<file path="config.mk">
export PLATFORM = sky130hd
export DESIGN_NAME = cttc_core
export DESIGN_NICKNAME = d
export VERILOG_FILES = /design/src/logic/cttc_pkg.sv /design/src/logic/cttc_core.sv
export VERILOG_INCLUDE_DIRS = /design/src /design/src/logic
export SDC_FILE = /design/constraint.sdc
export NUM_CORES = 1
export LEC_CHECK = 0
export ABC_AREA = 0
export BUFFER_PORTS_ARGS = -buffer_cell sky130_fd_sc_hd__buf_4
export CAP_MARGIN = 20
export CORE_MARGIN = 2
export CORE_UTILIZATION = 38
export CTS_BUF_LIST = sky130_fd_sc_hd__clkbuf_4 sky130_fd_sc_hd__clkbuf_8
export CTS_CLUSTER_DIAMETER = 200
export DETAILED_ROUTE_END_ITERATION = 8
export PLACE_DENSITY = 0.69
export SLEW_MARGIN = 20
export SYNTH_ARGS = -nofsm -noshare
export SYNTH_HDL_FRONTEND = slang
export SYNTH_SLANG_ARGS = --single-unit
</file>
<file path="constraint.sdc">
create_clock -name core_clk_i -period 2.8 [get_ports core_clk_i]
set_clock_uncertainty 0.15 [all_clocks]
set_input_delay 0.14 -clock core_clk_i [delete_from_list [all_inputs] [get_ports core_clk_i]]
set_output_delay 0.14 -clock core_clk_i [all_outputs]
set_load 0.05 [all_outputs]
</file>
<file path="src/logic/cttc_consts.svh">
// Constants for the compact timer counter core: offsets, fields, reset values, counts.
// Contract
// - Ten-bit up-counter advanced by a selectable internal or external pin clock.
// - Period comparator matches its three bits against counter bits nine to seven.
// - Compare-A matches its full ten bits against the whole counter.
// - Software cannot load the counter; an on-bit rise is its only software clear.
// - Overflow or selected compare match clears the counter and raises a request.
// - Low bytes of counter and compare-A pass through one eight-bit buffer.
// - Compare low byte write lands in the buffer only.
// - Compare high byte write stores high bits and copies buffer to low byte.
// - High byte read returns high bits and captures the low byte into buffer.
// - Low byte read returns the buffer, not the live low byte.
// - Counter is a read-only pair; compare-A is a read/write pair.
// - Counter high byte holds bits nine and eight in bits one and zero.
// - Unimplemented bits of routing and counter registers read as zero.
// - A routing bit of one gives its pin to the timer, zero to another use.
// - Modes are compare match output, timer/event counter and PWM output.
// - Timer drives one or two pins, second pin same or inverted.
// - Clock select offers sys/4, sys, high/16, high/64, time base, pin edges; 101 stops.
// - Period field counts in 128-clock steps; zero means a 1024-clock period.
// - Clear select zero clears on period match, one on compare-A match.
// - Pause freezes the counter value, clearing pause resumes from it.
`ifndef CTTC_CONSTS_SVH
`define CTTC_CONSTS_SVH
`define CTTC_IDX_CTRL0 3'h0
`define CTTC_IDX_CTRL1 3'h1
`define CTTC_IDX_CNT_LO 3'h2
`define CTTC_IDX_CNT_HI 3'h3
`define CTTC_IDX_CMP_LO 3'h4
`define CTTC_IDX_CMP_HI 3'h5
`define CTTC_IDX_ROUTE_A 3'h6
`define CTTC_IDX_ROUTE_B 3'h7
`define CTTC_C0_PAUSE 7
`define CTTC_C0_ON 3
`define CTTC_C1_OC 3
`define CTTC_C1_POL 2
`define CTTC_C1_DPX 1
`define CTTC_C1_CCLR 0
`define CTTC_CTRL_RST 8'h00
`define CTTC_ROUTE_A_RST 8'h91
`define CTTC_ROUTE_B_RST 8'h11
`define CTTC_ROUTE_A_MASK 8'hf3
`define CTTC_ROUTE_B_MASK 8'h33
`define CTTC_CK_SYS_DIV4 3'h0
`define CTTC_CK_SYS 3'h1
`define CTTC_CK_HI_DIV16 3'h2
`define CTTC_CK_HI_DIV64 3'h3
`define CTTC_CK_TBC 3'h4
`define CTTC_CK_OFF 3'h5
`define CTTC_CK_PIN_RISE 3'h6
`define CTTC_CK_PIN_FALL 3'h7
`define CTTC_MODE_COMPARE 2'h0
`define CTTC_MODE_PWM 2'h2
`define CTTC_MODE_TIMER 2'h3
`define CTTC_PERIOD_STEP_BITS 7
`endif

</file>
<file path="src/logic/cttc_pkg.sv">
// Types shared by the compact timer counter core.
`default_nettype none
package cttc_pkg;
	typedef logic [7:0] cttc_byte_type;
	typedef logic [9:0] cttc_count_type;
	typedef logic [2:0] cttc_idx_type;
	typedef logic [1:0] cttc_mode_type;
	typedef enum logic [1:0] {
		CTTC_ACT_HOLD,
		CTTC_ACT_LOW,
		CTTC_ACT_HIGH,
		CTTC_ACT_TOGGLE
	} cttc_action_type;
endpackage
`default_nettype wire
</file>
<file path="src/logic/cttc_core.sv">
// Compact timer counter core with byte-wide register port and routed output pins.
`timescale 1ns/100ps
`default_nettype none
`include "cttc_consts.svh"
module cttc_core #(
	parameter int CNT_W = 10,
	parameter int PRESC_W = 6
) (
	input wire logic core_clk_i,
	input wire logic rst_n_i,
	input wire cttc_pkg::cttc_idx_type reg_sel_i,
	input wire logic reg_wr_i,
	input wire logic reg_rd_i,
	input wire cttc_pkg::cttc_byte_type reg_wdata_i,
	output cttc_pkg::cttc_byte_type reg_rdata_o,
	input wire logic time_base_tick_i,
	input wire logic external_count_input_i,
	input wire logic alt_func_first_i,
	input wire logic alt_func_second_i,
	input wire logic pin_invert_second_i,
	output logic timer_output_pin_first_o,
	output logic timer_output_pin_second_o,
	output cttc_pkg::cttc_byte_type route_a_o,
	output cttc_pkg::cttc_byte_type route_b_o,
	output logic period_match_o,
	output logic compare_a_match_o,
	output logic counter_wrap_o
);
	import cttc_pkg::*;

	// Register select decode, shared by the write strobes and the high-byte read strobes.
	function automatic logic reg_hit(input cttc_idx_type sel, input cttc_idx_type idx);
		reg_hit = (sel == idx);
	endfunction

	cttc_byte_type ctrl0_reg;
	cttc_byte_type ctrl1_reg;
	cttc_byte_type route_a_reg;
	cttc_byte_type route_b_reg;
	cttc_count_type cnt_reg;
	cttc_count_type cnt_next;
	logic [1:0] cmp_hi_reg;
	cttc_byte_type cmp_lo_reg;
	cttc_byte_type hold_buf_reg;
	cttc_byte_type rdata_reg;
	logic [PRESC_W-1:0] presc_reg;
	logic ext_prev_reg;
	logic tm_level_reg;
	logic pin_first_reg;
	logic pin_second_reg;
	logic period_match_reg;
	logic compare_a_match_reg;
	logic wrap_reg;
	logic wr_ctrl0;
	logic wr_ctrl1;
	logic wr_cmp_lo;
	logic wr_cmp_hi;
	logic wr_route_a;
	logic wr_route_b;
	logic rd_cnt_hi;
	logic rd_cmp_hi;
	logic on_bit;
	logic pause_bit;
	logic on_rise;
	logic [2:0] clk_sel;
	logic [2:0] period_field;
	cttc_mode_type mode;
	cttc_action_type action;
	logic tick;
	logic count_en;
	logic [CNT_W:0] inc;
	cttc_count_type cmp_a;
	logic p_hit;
	logic a_hit;
	logic wrap_hit;
	logic clear_hit;
	logic pwm_active;
	logic out_pol;

	// Counter pair read-only.
	// Access strobes; a write and a read in one cycle are both acted on.
	assign wr_ctrl0 = reg_wr_i && reg_hit(reg_sel_i, `CTTC_IDX_CTRL0);
	assign wr_ctrl1 = reg_wr_i && reg_hit(reg_sel_i, `CTTC_IDX_CTRL1);
	assign wr_cmp_lo = reg_wr_i && reg_hit(reg_sel_i, `CTTC_IDX_CMP_LO);
	assign wr_cmp_hi = reg_wr_i && reg_hit(reg_sel_i, `CTTC_IDX_CMP_HI);
	assign wr_route_a = reg_wr_i && reg_hit(reg_sel_i, `CTTC_IDX_ROUTE_A);
	assign wr_route_b = reg_wr_i && reg_hit(reg_sel_i, `CTTC_IDX_ROUTE_B);
	assign rd_cnt_hi = reg_rd_i && reg_hit(reg_sel_i, `CTTC_IDX_CNT_HI);
	assign rd_cmp_hi = reg_rd_i && reg_hit(reg_sel_i, `CTTC_IDX_CMP_HI);

	// Control field views.
	assign on_bit = ctrl0_reg[`CTTC_C0_ON];
	assign pause_bit = ctrl0_reg[`CTTC_C0_PAUSE];
	assign clk_sel = ctrl0_reg[6:4];
	assign period_field = ctrl0_reg[2:0];
	assign mode = ctrl1_reg[7:6];
	assign action = cttc_action_type'(ctrl1_reg[5:4]);
	assign out_pol = ctrl1_reg[`CTTC_C1_POL];
	assign cmp_a = {cmp_hi_reg, cmp_lo_reg};

	assign on_rise = wr_ctrl0 && reg_wdata_i[`CTTC_C0_ON] && !on_bit;

	// Control registers reset to all zeros, counter off.
	always_ff @(posedge core_clk_i or negedge rst_n_i) begin
		if (!rst_n_i) begin
			ctrl0_reg <= `CTTC_CTRL_RST;
		end else if (wr_ctrl0) begin
			ctrl0_reg <= reg_wdata_i;
		end
	end

	always_ff @(posedge core_clk_i or negedge rst_n_i) begin
		if (!rst_n_i) begin
			ctrl1_reg <= `CTTC_CTRL_RST;
		end else if (wr_ctrl1) begin
			ctrl1_reg <= reg_wdata_i;
		end
	end

	// Pin routing storage.
	// Bits for the other timers are kept here so their pin muxes can use them.
	always_ff @(posedge core_clk_i or negedge rst_n_i) begin
		if (!rst_n_i) begin
			route_a_reg <= `CTTC_ROUTE_A_RST;
			route_b_reg <= `CTTC_ROUTE_B_RST;
		end else begin
			if (wr_route_a) begin
				route_a_reg <= reg_wdata_i & `CTTC_ROUTE_A_MASK;
			end
			if (wr_route_b) begin
				route_b_reg <= reg_wdata_i & `CTTC_ROUTE_B_MASK;
			end
		end
	end

	// Free-running prescaler; the high clock is taken to be the core clock.
	always_ff @(posedge core_clk_i or negedge rst_n_i) begin
		if (!rst_n_i) begin
			presc_reg <= '0;
		end else begin
			presc_reg <= presc_reg + 1'b1;
		end
	end

	// Previous level of the count pin, for edge detection.
	always_ff @(posedge core_clk_i or negedge rst_n_i) begin
		if (!rst_n_i) begin
			ext_prev_reg <= 1'b0;
		end else begin
			ext_prev_reg <= external_count_input_i;
		end
	end

	// Clock source select.
	// Every source is a one-cycle enable, so the counter stays on the core clock.
	always_comb begin
		case (clk_sel)
			`CTTC_CK_SYS_DIV4: tick = &presc_reg[1:0];
			`CTTC_CK_SYS: tick = 1'b1;
			`CTTC_CK_HI_DIV16: tick = &presc_reg[3:0];
			`CTTC_CK_HI_DIV64: tick = &presc_reg[5:0];
			`CTTC_CK_TBC: tick = time_base_tick_i;
			`CTTC_CK_OFF: tick = 1'b0;
			`CTTC_CK_PIN_RISE: tick = external_count_input_i && !ext_prev_reg;
			`CTTC_CK_PIN_FALL: tick = !external_count_input_i && ext_prev_reg;
			default: tick = 1'b0;
		endcase
	end

	assign count_en = on_bit && !pause_bit && tick;

	assign inc = {1'b0, cnt_reg} + 1'b1;

	// Period match on top bits.
	// A zero field matches only when the count rolls over, giving 1024 clocks.
	// Period steps of 128.
	assign p_hit = (inc[CNT_W-1:`CTTC_PERIOD_STEP_BITS] == period_field) &&
		(inc[`CTTC_PERIOD_STEP_BITS-1:0] == '0);

	assign a_hit = (inc[CNT_W-1:0] == cmp_a);

	assign wrap_hit = inc[CNT_W];

	assign clear_hit = ctrl1_reg[`CTTC_C1_CCLR] ? a_hit : p_hit;

	always_comb begin
		if (clear_hit || wrap_hit) begin
			cnt_next = '0;
		end else begin
			cnt_next = inc[CNT_W-1:0];
		end
	end

	// Counter update, software start clear only.
	always_ff @(posedge core_clk_i or negedge rst_n_i) begin
		if (!rst_n_i) begin
			cnt_reg <= '0;
		end else if (on_rise) begin
			cnt_reg <= '0;
		end else if (count_en) begin
			cnt_reg <= cnt_next;
		end
	end

	// Request pulses.
	// One pulse per match, raised on the same edge as the count step that reaches the value.
	always_ff @(posedge core_clk_i or negedge rst_n_i) begin
		if (!rst_n_i) begin
			period_match_reg <= 1'b0;
			compare_a_match_reg <= 1'b0;
			wrap_reg <= 1'b0;
		end else begin
			period_match_reg <= count_en && p_hit;
			compare_a_match_reg <= count_en && a_hit;
			wrap_reg <= count_en && wrap_hit;
		end
	end

	always_ff @(posedge core_clk_i or negedge rst_n_i) begin
		if (!rst_n_i) begin
			cmp_hi_reg <= '0;
			cmp_lo_reg <= '0;
		end else if (wr_cmp_hi) begin
			cmp_hi_reg <= reg_wdata_i[1:0];
			cmp_lo_reg <= hold_buf_reg;
		end
	end

	// Shared low-byte buffer.
	// One buffer serves both pairs, so interleaved sequences corrupt each other.
	always_ff @(posedge core_clk_i or negedge rst_n_i) begin
		if (!rst_n_i) begin
			hold_buf_reg <= '0;
		end else if (wr_cmp_lo) begin
			hold_buf_reg <= reg_wdata_i;
		end else if (rd_cnt_hi) begin
			hold_buf_reg <= cnt_reg[7:0];
		end else if (rd_cmp_hi) begin
			hold_buf_reg <= cmp_lo_reg;
		end
	end

	// Read data path.
	// Read data is registered and appears the cycle after the read strobe.
	always_ff @(posedge core_clk_i or negedge rst_n_i) begin
		if (!rst_n_i) begin
			rdata_reg <= '0;
		end else if (reg_rd_i) begin
			case (reg_sel_i)
				`CTTC_IDX_CTRL0: rdata_reg <= ctrl0_reg;
				`CTTC_IDX_CTRL1: rdata_reg <= ctrl1_reg;
				`CTTC_IDX_CNT_LO: rdata_reg <= hold_buf_reg;
				`CTTC_IDX_CNT_HI: rdata_reg <= {6'h00, cnt_reg[9:8]};
				`CTTC_IDX_CMP_LO: rdata_reg <= hold_buf_reg;
				`CTTC_IDX_CMP_HI: rdata_reg <= {6'h00, cmp_hi_reg};
				`CTTC_IDX_ROUTE_A: rdata_reg <= route_a_reg & `CTTC_ROUTE_A_MASK;
				`CTTC_IDX_ROUTE_B: rdata_reg <= route_b_reg & `CTTC_ROUTE_B_MASK;
				default: rdata_reg <= '0;
			endcase
		end
	end

	// PWM duty test; the swap bit picks which comparator sets the duty, clear select sets the period.
	always_comb begin
		if (ctrl1_reg[`CTTC_C1_DPX]) begin
			pwm_active = cnt_reg < {period_field, 7'h00};
		end else begin
			pwm_active = cnt_reg < cmp_a;
		end
	end

	// Output waveform per mode.
	// The level is held before polarity so a start restores the initial level.
	always_ff @(posedge core_clk_i or negedge rst_n_i) begin
		if (!rst_n_i) begin
			tm_level_reg <= 1'b0;
		end else begin
			case (mode)
				`CTTC_MODE_COMPARE: begin
					if (on_rise) begin
						tm_level_reg <= ctrl1_reg[`CTTC_C1_OC];
					end else if (count_en && a_hit) begin
						case (action)
							CTTC_ACT_LOW: tm_level_reg <= 1'b0;
							CTTC_ACT_HIGH: tm_level_reg <= 1'b1;
							CTTC_ACT_TOGGLE: tm_level_reg <= !tm_level_reg;
							default: tm_level_reg <= tm_level_reg;
						endcase
					end
				end
				`CTTC_MODE_PWM: begin
					case (ctrl1_reg[5:4])
						2'h0: tm_level_reg <= !ctrl1_reg[`CTTC_C1_OC];
						2'h1: tm_level_reg <= ctrl1_reg[`CTTC_C1_OC];
						2'h2: tm_level_reg <= on_bit && pwm_active ?
							ctrl1_reg[`CTTC_C1_OC] : !ctrl1_reg[`CTTC_C1_OC];
						default: tm_level_reg <= tm_level_reg;
					endcase
				end
				`CTTC_MODE_TIMER: tm_level_reg <= 1'b0;
				default: tm_level_reg <= tm_level_reg;
			endcase
		end
	end

	// Second pin same or inverted.
	// Polarity has no effect in timer mode, where routing should be off anyway.
	always_ff @(posedge core_clk_i or negedge rst_n_i) begin
		if (!rst_n_i) begin
			pin_first_reg <= 1'b0;
			pin_second_reg <= 1'b0;
		end else begin
			if (route_a_reg[0]) begin
				pin_first_reg <= tm_level_reg ^ (out_pol && mode != `CTTC_MODE_TIMER);
			end else begin
				pin_first_reg <= alt_func_first_i;
			end
			if (route_a_reg[1]) begin
				pin_second_reg <= tm_level_reg ^ (out_pol && mode != `CTTC_MODE_TIMER) ^
					pin_invert_second_i;
			end else begin
				pin_second_reg <= alt_func_second_i;
			end
		end
	end

	// Port drive.
	assign reg_rdata_o = rdata_reg;
	assign timer_output_pin_first_o = pin_first_reg;
	assign timer_output_pin_second_o = pin_second_reg;
	assign route_a_o = route_a_reg;
	assign route_b_o = route_b_reg;
	assign period_match_o = period_match_reg;
	assign compare_a_match_o = compare_a_match_reg;
	assign counter_wrap_o = wrap_reg;

endmodule
`default_nettype wire

</file>
=== After elaboration in Yosys (flattened, before gate mapping) ===
Index checks and enable logic that the tools add are counted.

* Add/subtract/negate cells: 2
* Magnitude comparators: 2
* Equality and inequality tests: 25
* Multiplexer cells: 18
* Bitwise gates (word level): 2
* Reductions and logical operators: 40

{| class="wikitable"
|+ Operator list
! operator !! count
|-
| one-hot mux 8 bit (7 select lines) || 1
|-
| 2-to-1 mux 10 bit || 3
|-
| == test 3 bit (second input constant) || 8
|-
| 2-to-1 mux 8 bit || 3
|-
| logical AND 1 bit || 20
|-
| less-than comparator 10 bit || 2
|-
| == test 3 x 2 -> 1 bit (second input constant) || 4
|-
| adder 10 x 1 -> 11 bit (second input constant) || 1
|-
| == test 10 bit || 1
|-
| one-hot mux 1 bit (3 select lines) || 3
|-
| == test 2 bit (second input constant) || 4
|-
| one-hot mux 1 bit (8 select lines) || 1
|-
| AND reduction 4 bit || 2
|-
| logical NOT 7 bit || 1
|-
| 2-to-1 mux 1 bit || 7
|-
| adder 6 x 1 -> 6 bit (second input constant) || 1
|-
| == test 3 x 1 -> 1 bit (second input constant) || 2
|-
| logical NOT 1 bit || 6
|-
| logical NOT 3 bit || 2
|-
| AND reduction 6 bit || 1
|-
| nonzero test 3 bit || 2
|-
| != test 5 x 4 -> 1 bit (second input constant) || 1
|-
| logical NOT 2 bit || 2
|-
| != test 4 bit (second input constant) || 1
|-
| 9 further kinds || 10
|}

* Register bits: 75
* Output and inout bits: 29

=== Longest topological paths before layout ===
* Depth after elaboration: 8
* Gate-level depth with buffers: 9
* Mapped depth without buffers: 9

=== Worst setup path before layout ===
No wires, ideal clock.

* Kind: register -> register
* Start point: register cnt_reg[1]
* End point: register tm_level_reg
* Setup time: 94 ps
* Arrival: 2406 ps
* Setup slack: 151 ps
* Cell stages (with the launch flop): 10
* Path buffers: 1
* Cell sequence: dfrtp_1 -> ha_1 -> buf_6 -> xor3_2 -> or3_1 -> a221oi_2 -> nor4b_4 -> and2_4 -> o311ai_1 -> a221oi_2

* Longest elaborated chain between the ends: 6
* Elaborated cells between the ends (all ways): 12
* Classes of those cells: 1 x add/sub; 2 x order compare; 2 x eq/ne; 4 x mux; 3 x reduce/logical

{| class="wikitable"
|+ Ends and longest elaborated chain
! item !! RTL line !! source
|-
| start: declaration || cttc_core.sv:40 || <nowiki>cttc_count_type cnt_reg;</nowiki>
|-
| start signal: assignment || cttc_core.sv:201 || <nowiki>cnt_reg <= cnt_next;</nowiki>
|-
| less-than comparator 10 bit, on equally long branches || cttc_core.sv:268, cttc_core.sv:266 ||
|-
| 2-to-1 mux 1 bit || cttc_core.sv:265 || <nowiki>if (ctrl1_reg[`CTTC_C1_DPX]) begin</nowiki>
|-
| logical AND 1 bit || cttc_core.sv:295 || <nowiki>2'h2: tm_level_reg <= on_bit && pwm_active ?</nowiki>
|-
| 2-to-1 mux 1 bit || cttc_core.sv:295 ||
|-
| one-hot mux 1 bit (3 select lines) || cttc_core.sv:292 || <nowiki>case (ctrl1_reg[5:4])</nowiki>
|-
| one-hot mux 1 bit (3 select lines) || cttc_core.sv:278 || <nowiki>case (mode)</nowiki>
|-
| end signal: assignment || cttc_core.sv:293 || <nowiki>2'h0: tm_level_reg <= !ctrl1_reg[`CTTC_C1_OC];</nowiki>
|-
| end signal: assignment || cttc_core.sv:294 || <nowiki>2'h1: tm_level_reg <= ctrl1_reg[`CTTC_C1_OC];</nowiki>
|-
| end signal: assignment || cttc_core.sv:295 ||
|-
| end: declaration || cttc_core.sv:48 || <nowiki>logic tm_level_reg;</nowiki>
|}

Several ways; a longest one is shown, not always the timed one.
A chain may end at the register's enable or synchronous reset.

=== Worst setup path in the final report ===
* Start point: register presc_reg[0]
* End point: register cnt_reg[6]

* Longest elaborated chain between the ends: 4
* Elaborated cells between the ends (all ways): 6
* Classes of those cells: 1 x mux; 5 x reduce/logical

{| class="wikitable"
|+ Ends and longest elaborated chain
! item !! RTL line !! source
|-
| start: declaration || cttc_core.sv:46 || <nowiki>logic [PRESC_W-1:0] presc_reg;</nowiki>
|-
| start signal: assignment || cttc_core.sv:141 || <nowiki>presc_reg <= presc_reg + 1'b1;</nowiki>
|-
| AND reduction 6 bit, or another cell as far along || cttc_core.sv:161 || <nowiki>`CTTC_CK_HI_DIV64: tick = &presc_reg[5:0];</nowiki>
|-
| one-hot mux 1 bit (8 select lines) * || cttc_core.sv:157 || <nowiki>case (clk_sel)</nowiki>
|-
| logical AND 1 bit * || cttc_core.sv:170 || <nowiki>assign count_en = on_bit && !pause_bit && tick;</nowiki>
|-
| nonzero test 2 bit (no source line) * || -- ||
|}

Mark *: on every way between the ends. The rest lies on a longest branch, timed or not.

==> results.toml <==
[timing]
fin_crit_sh_pct = 95.5
finalMaxSlewViolations = 0
setup_viol = 0
tightest_slew_ps = 574
max-slew-margin-rel_pct = 61.7
timing.hold.ws_ps = 119
hold_viol = 0
max_freq_mhz = 374
min_period_ps = 2670
fin_tns_setup_ps = 0

[floorplan]
pin_count = 49
core-area_sq_um = 11900
dieArea_sq_um = 12900
floorplan.initialDensity_pct = 38.6
die-width_microns = 114
die_y_microns = 114
rows = 40

[synthesis]
synth.top_cell.area_share_pct = 38.3
yosys_warnings = 0
yosysUniqueCellTypes = 74
syn_avg_cell_area_sq_um = 10.2
synth_top_family_by_area = "compound AO/OA/AOI/OAI gates"
synth_edf_count = 0
syn-instance-count = 448
seq_area_frac_synth_pct = 41.2
synth_flop_cell = "dfrtp_1"
muxShareOfSynthArea_pct = 11.7
synth_fa_ha_area_share_pct = 5.42
synth_area_leaders = "dfrtp_1 (38%), mux2_2 (8.4%), ha_1 (5.2%)"
syn-cell-area_sq_um = 4570
synth_seq_cells = 75
synth_compound_area_share_pct = 16.9
synth-xor-area-share_pct = 4.40
yosysTopAreaCell = "dfrtp_1"
synth-simple-area-share_pct = 14.9
async_flop_share_pct = 100

[worst_setup_path]
slowest_stage = "a211oi_4"
critPathKind = "reg2reg"
cp.arrival_ps = 2790
max_stage_delay_ps = 470
worstPathMaxFanout = 8
cp_cell_sequence = "ha_1 -> nand3_1 -> o221a_1 -> a311oi_4 -> o41ai_2 -> a211oi_4 -> o21ai_1 -> a31oi_1"
end_kind = "flip-flop"
start_kind = "flip-flop"
cp.required_ps = 2920

[route]
first_pass_iters = 4
drtAntennaViolNets = 0
vias_per_cell = 5.61
drc = 0
post_drt_wl_per_cell_microns = 17.4
wirelength_microns = 11500
vias = 3705
dr.first_iter.drc_count = 215

[grt]
grt_util_met2_pct = 31.0
overflow = 0
gr-max-usage-layer = "met2"
grtUsageMet3_pct = 4.14
grt_pass1_vias = 3697
grt_first_pass_wirelength_microns = 18900
grtUsageTotal_pct = 18.4
antenna_found_initial = 0
gr-usage-met1_pct = 24.3
grt_max_degree = 76

[final_layout]
largest_reg_flops = 10
layout_commonest_cell = "dfrtp_1"
area_delta_synth_final_pct = 18.9
final_cell_mix = "dfrtp_1 (68), buf_4 (54), o21ai_0 (34), mux2_2 (34), inv_1 (29)"
final_core_util_pct = 45.8
layout-drive-gt1-share_pct = 26.5
fin_cells = 661
fin_nets = 548
seq_area_sq_um = 1890
num_antenna_cells = 0
fill_cells = 1099
multiInputGateArea_sq_um = 2470

[outcome]
status = "finished clean"

[power_and_ir_drop]
power_mw = 4.02
p_per_area_nw_per_um2 = 740
ir_drop_uv = 334
power_leakage_nw = 2.42

[clock_network]
cts_buffers = 9
clk_latency_ps = 360
clock_path_buffers = 2
clock-root-buffer = "clkbuf_8"
cts.sinks = 75
cts_tree = "done"
clkTransAtPathRegs_ps = 80
h-tree-depth = 3

[placed_design]
gp_congestion = 0.871
post-place-cells = 627
numPortBuffers = 42
hpwl_microns = 8270

[run]
cap_violations = 0

[hold_path]
min_path_type = "in2reg"
-- through the flow --
stage                     instance area (sq um)  setup slack [ps]
after CTS                                  5370              74.3
after global placement                     5030               169
after global routing                       5440             -55.3
after detailed placement                   5030               103
final                                      5440               126
after floorplan                            4590               151
-- final cells by class --
class / count / share of cell area [%]
Clock inverter: 5 / 1.10
Sequential cell: 75 / 34.7
Tap cell: 147 / 3.38
Clock buffer: 11 / 2.67
Inverter: 29 / 2.00
Timing Repair Buffer: 70 / 10.6
Multi-Input combinational cell: 324 / 45.5
-- path summary, 6_finish.rpt --
path | cells after the start | to | startpoint | slack [ps]
hold / removal | 3 | reg_rdata_o[0] | reg_sel_i[0] | 120
setup / recovery | 8 | cnt_reg[6] | presc_reg[0] | 130
hold reg to reg | 1 | presc_reg[0] | presc_reg[0] | 300
setup reg to reg | 8 | cnt_reg[6] | presc_reg[0] | 130
min in group asynchronous | 2 | cnt_reg[3] | rst_n_i | 140
max in group asynchronous | 3 | route_a_o[0] | rst_n_i | 1710
-- cell families after synthesis --
logic type	after synthesis
muxes	48
and+or+nand+nor	121
AOI/OAI and AO/OA	111
xor gates and xnor gates	18
other	1
buffers and inverters	54
adders and majority gates	20
DFF	75
-- critical path, delay by kind of cell (launching register included) --
kind            cells  cell delay, ps
simple gates        1             120
compound gates      6            1720
fa+ha+maj           1             210
flops               1             370
-- power breakdown --
part	leakage [nW]	switching [mW]	internal, mW
combinational	1.39	0.865	0.693
clock	0.104	0.426	0.451
sequential	0.929	0.267	1.32
total	2.42	1.56	2.46
-- routing by layer --
metal  share of wire [%]  vias to the layer above
li1                    -                     1751
met1                  45                     1848
met2                  49                       96
met3                 4.8                       10
met4                0.89                        0
met5                   0                        -
-- Yosys cell counts, types with 3 or more instances --
library cell and instances:
ha_1 19, a211oi_1 6, a21oi_1 24, buf_2 3, mux2_2 34, nor2_1 26, mux2i_1 13, nand2b_1 3
nor2b_1 7, buf_4 7, nand4_1 7, clkbuf_1 12, and3_1 7, a22oi_1 10, inv_1 29, and2_1 3
nand3_1 8, xnor2_1 11, nor3_1 7, dfstp_2 5, a31oi_1 4, o21ai_0 34, dfrtp_1 70, nand2_1 26
or3_1 3, xor2_1 4
-- what timing repair did --
item / CTS / global route
endpoints found under the hold margin: 115 / 0
hold buffers: 14 / 0
gates resized for setup: 0 / 6
endpoints found under the setup margin: 0 / 11
setup buffers: 0 / 3
No activity file was read; power rests on OpenSTA's default activity.
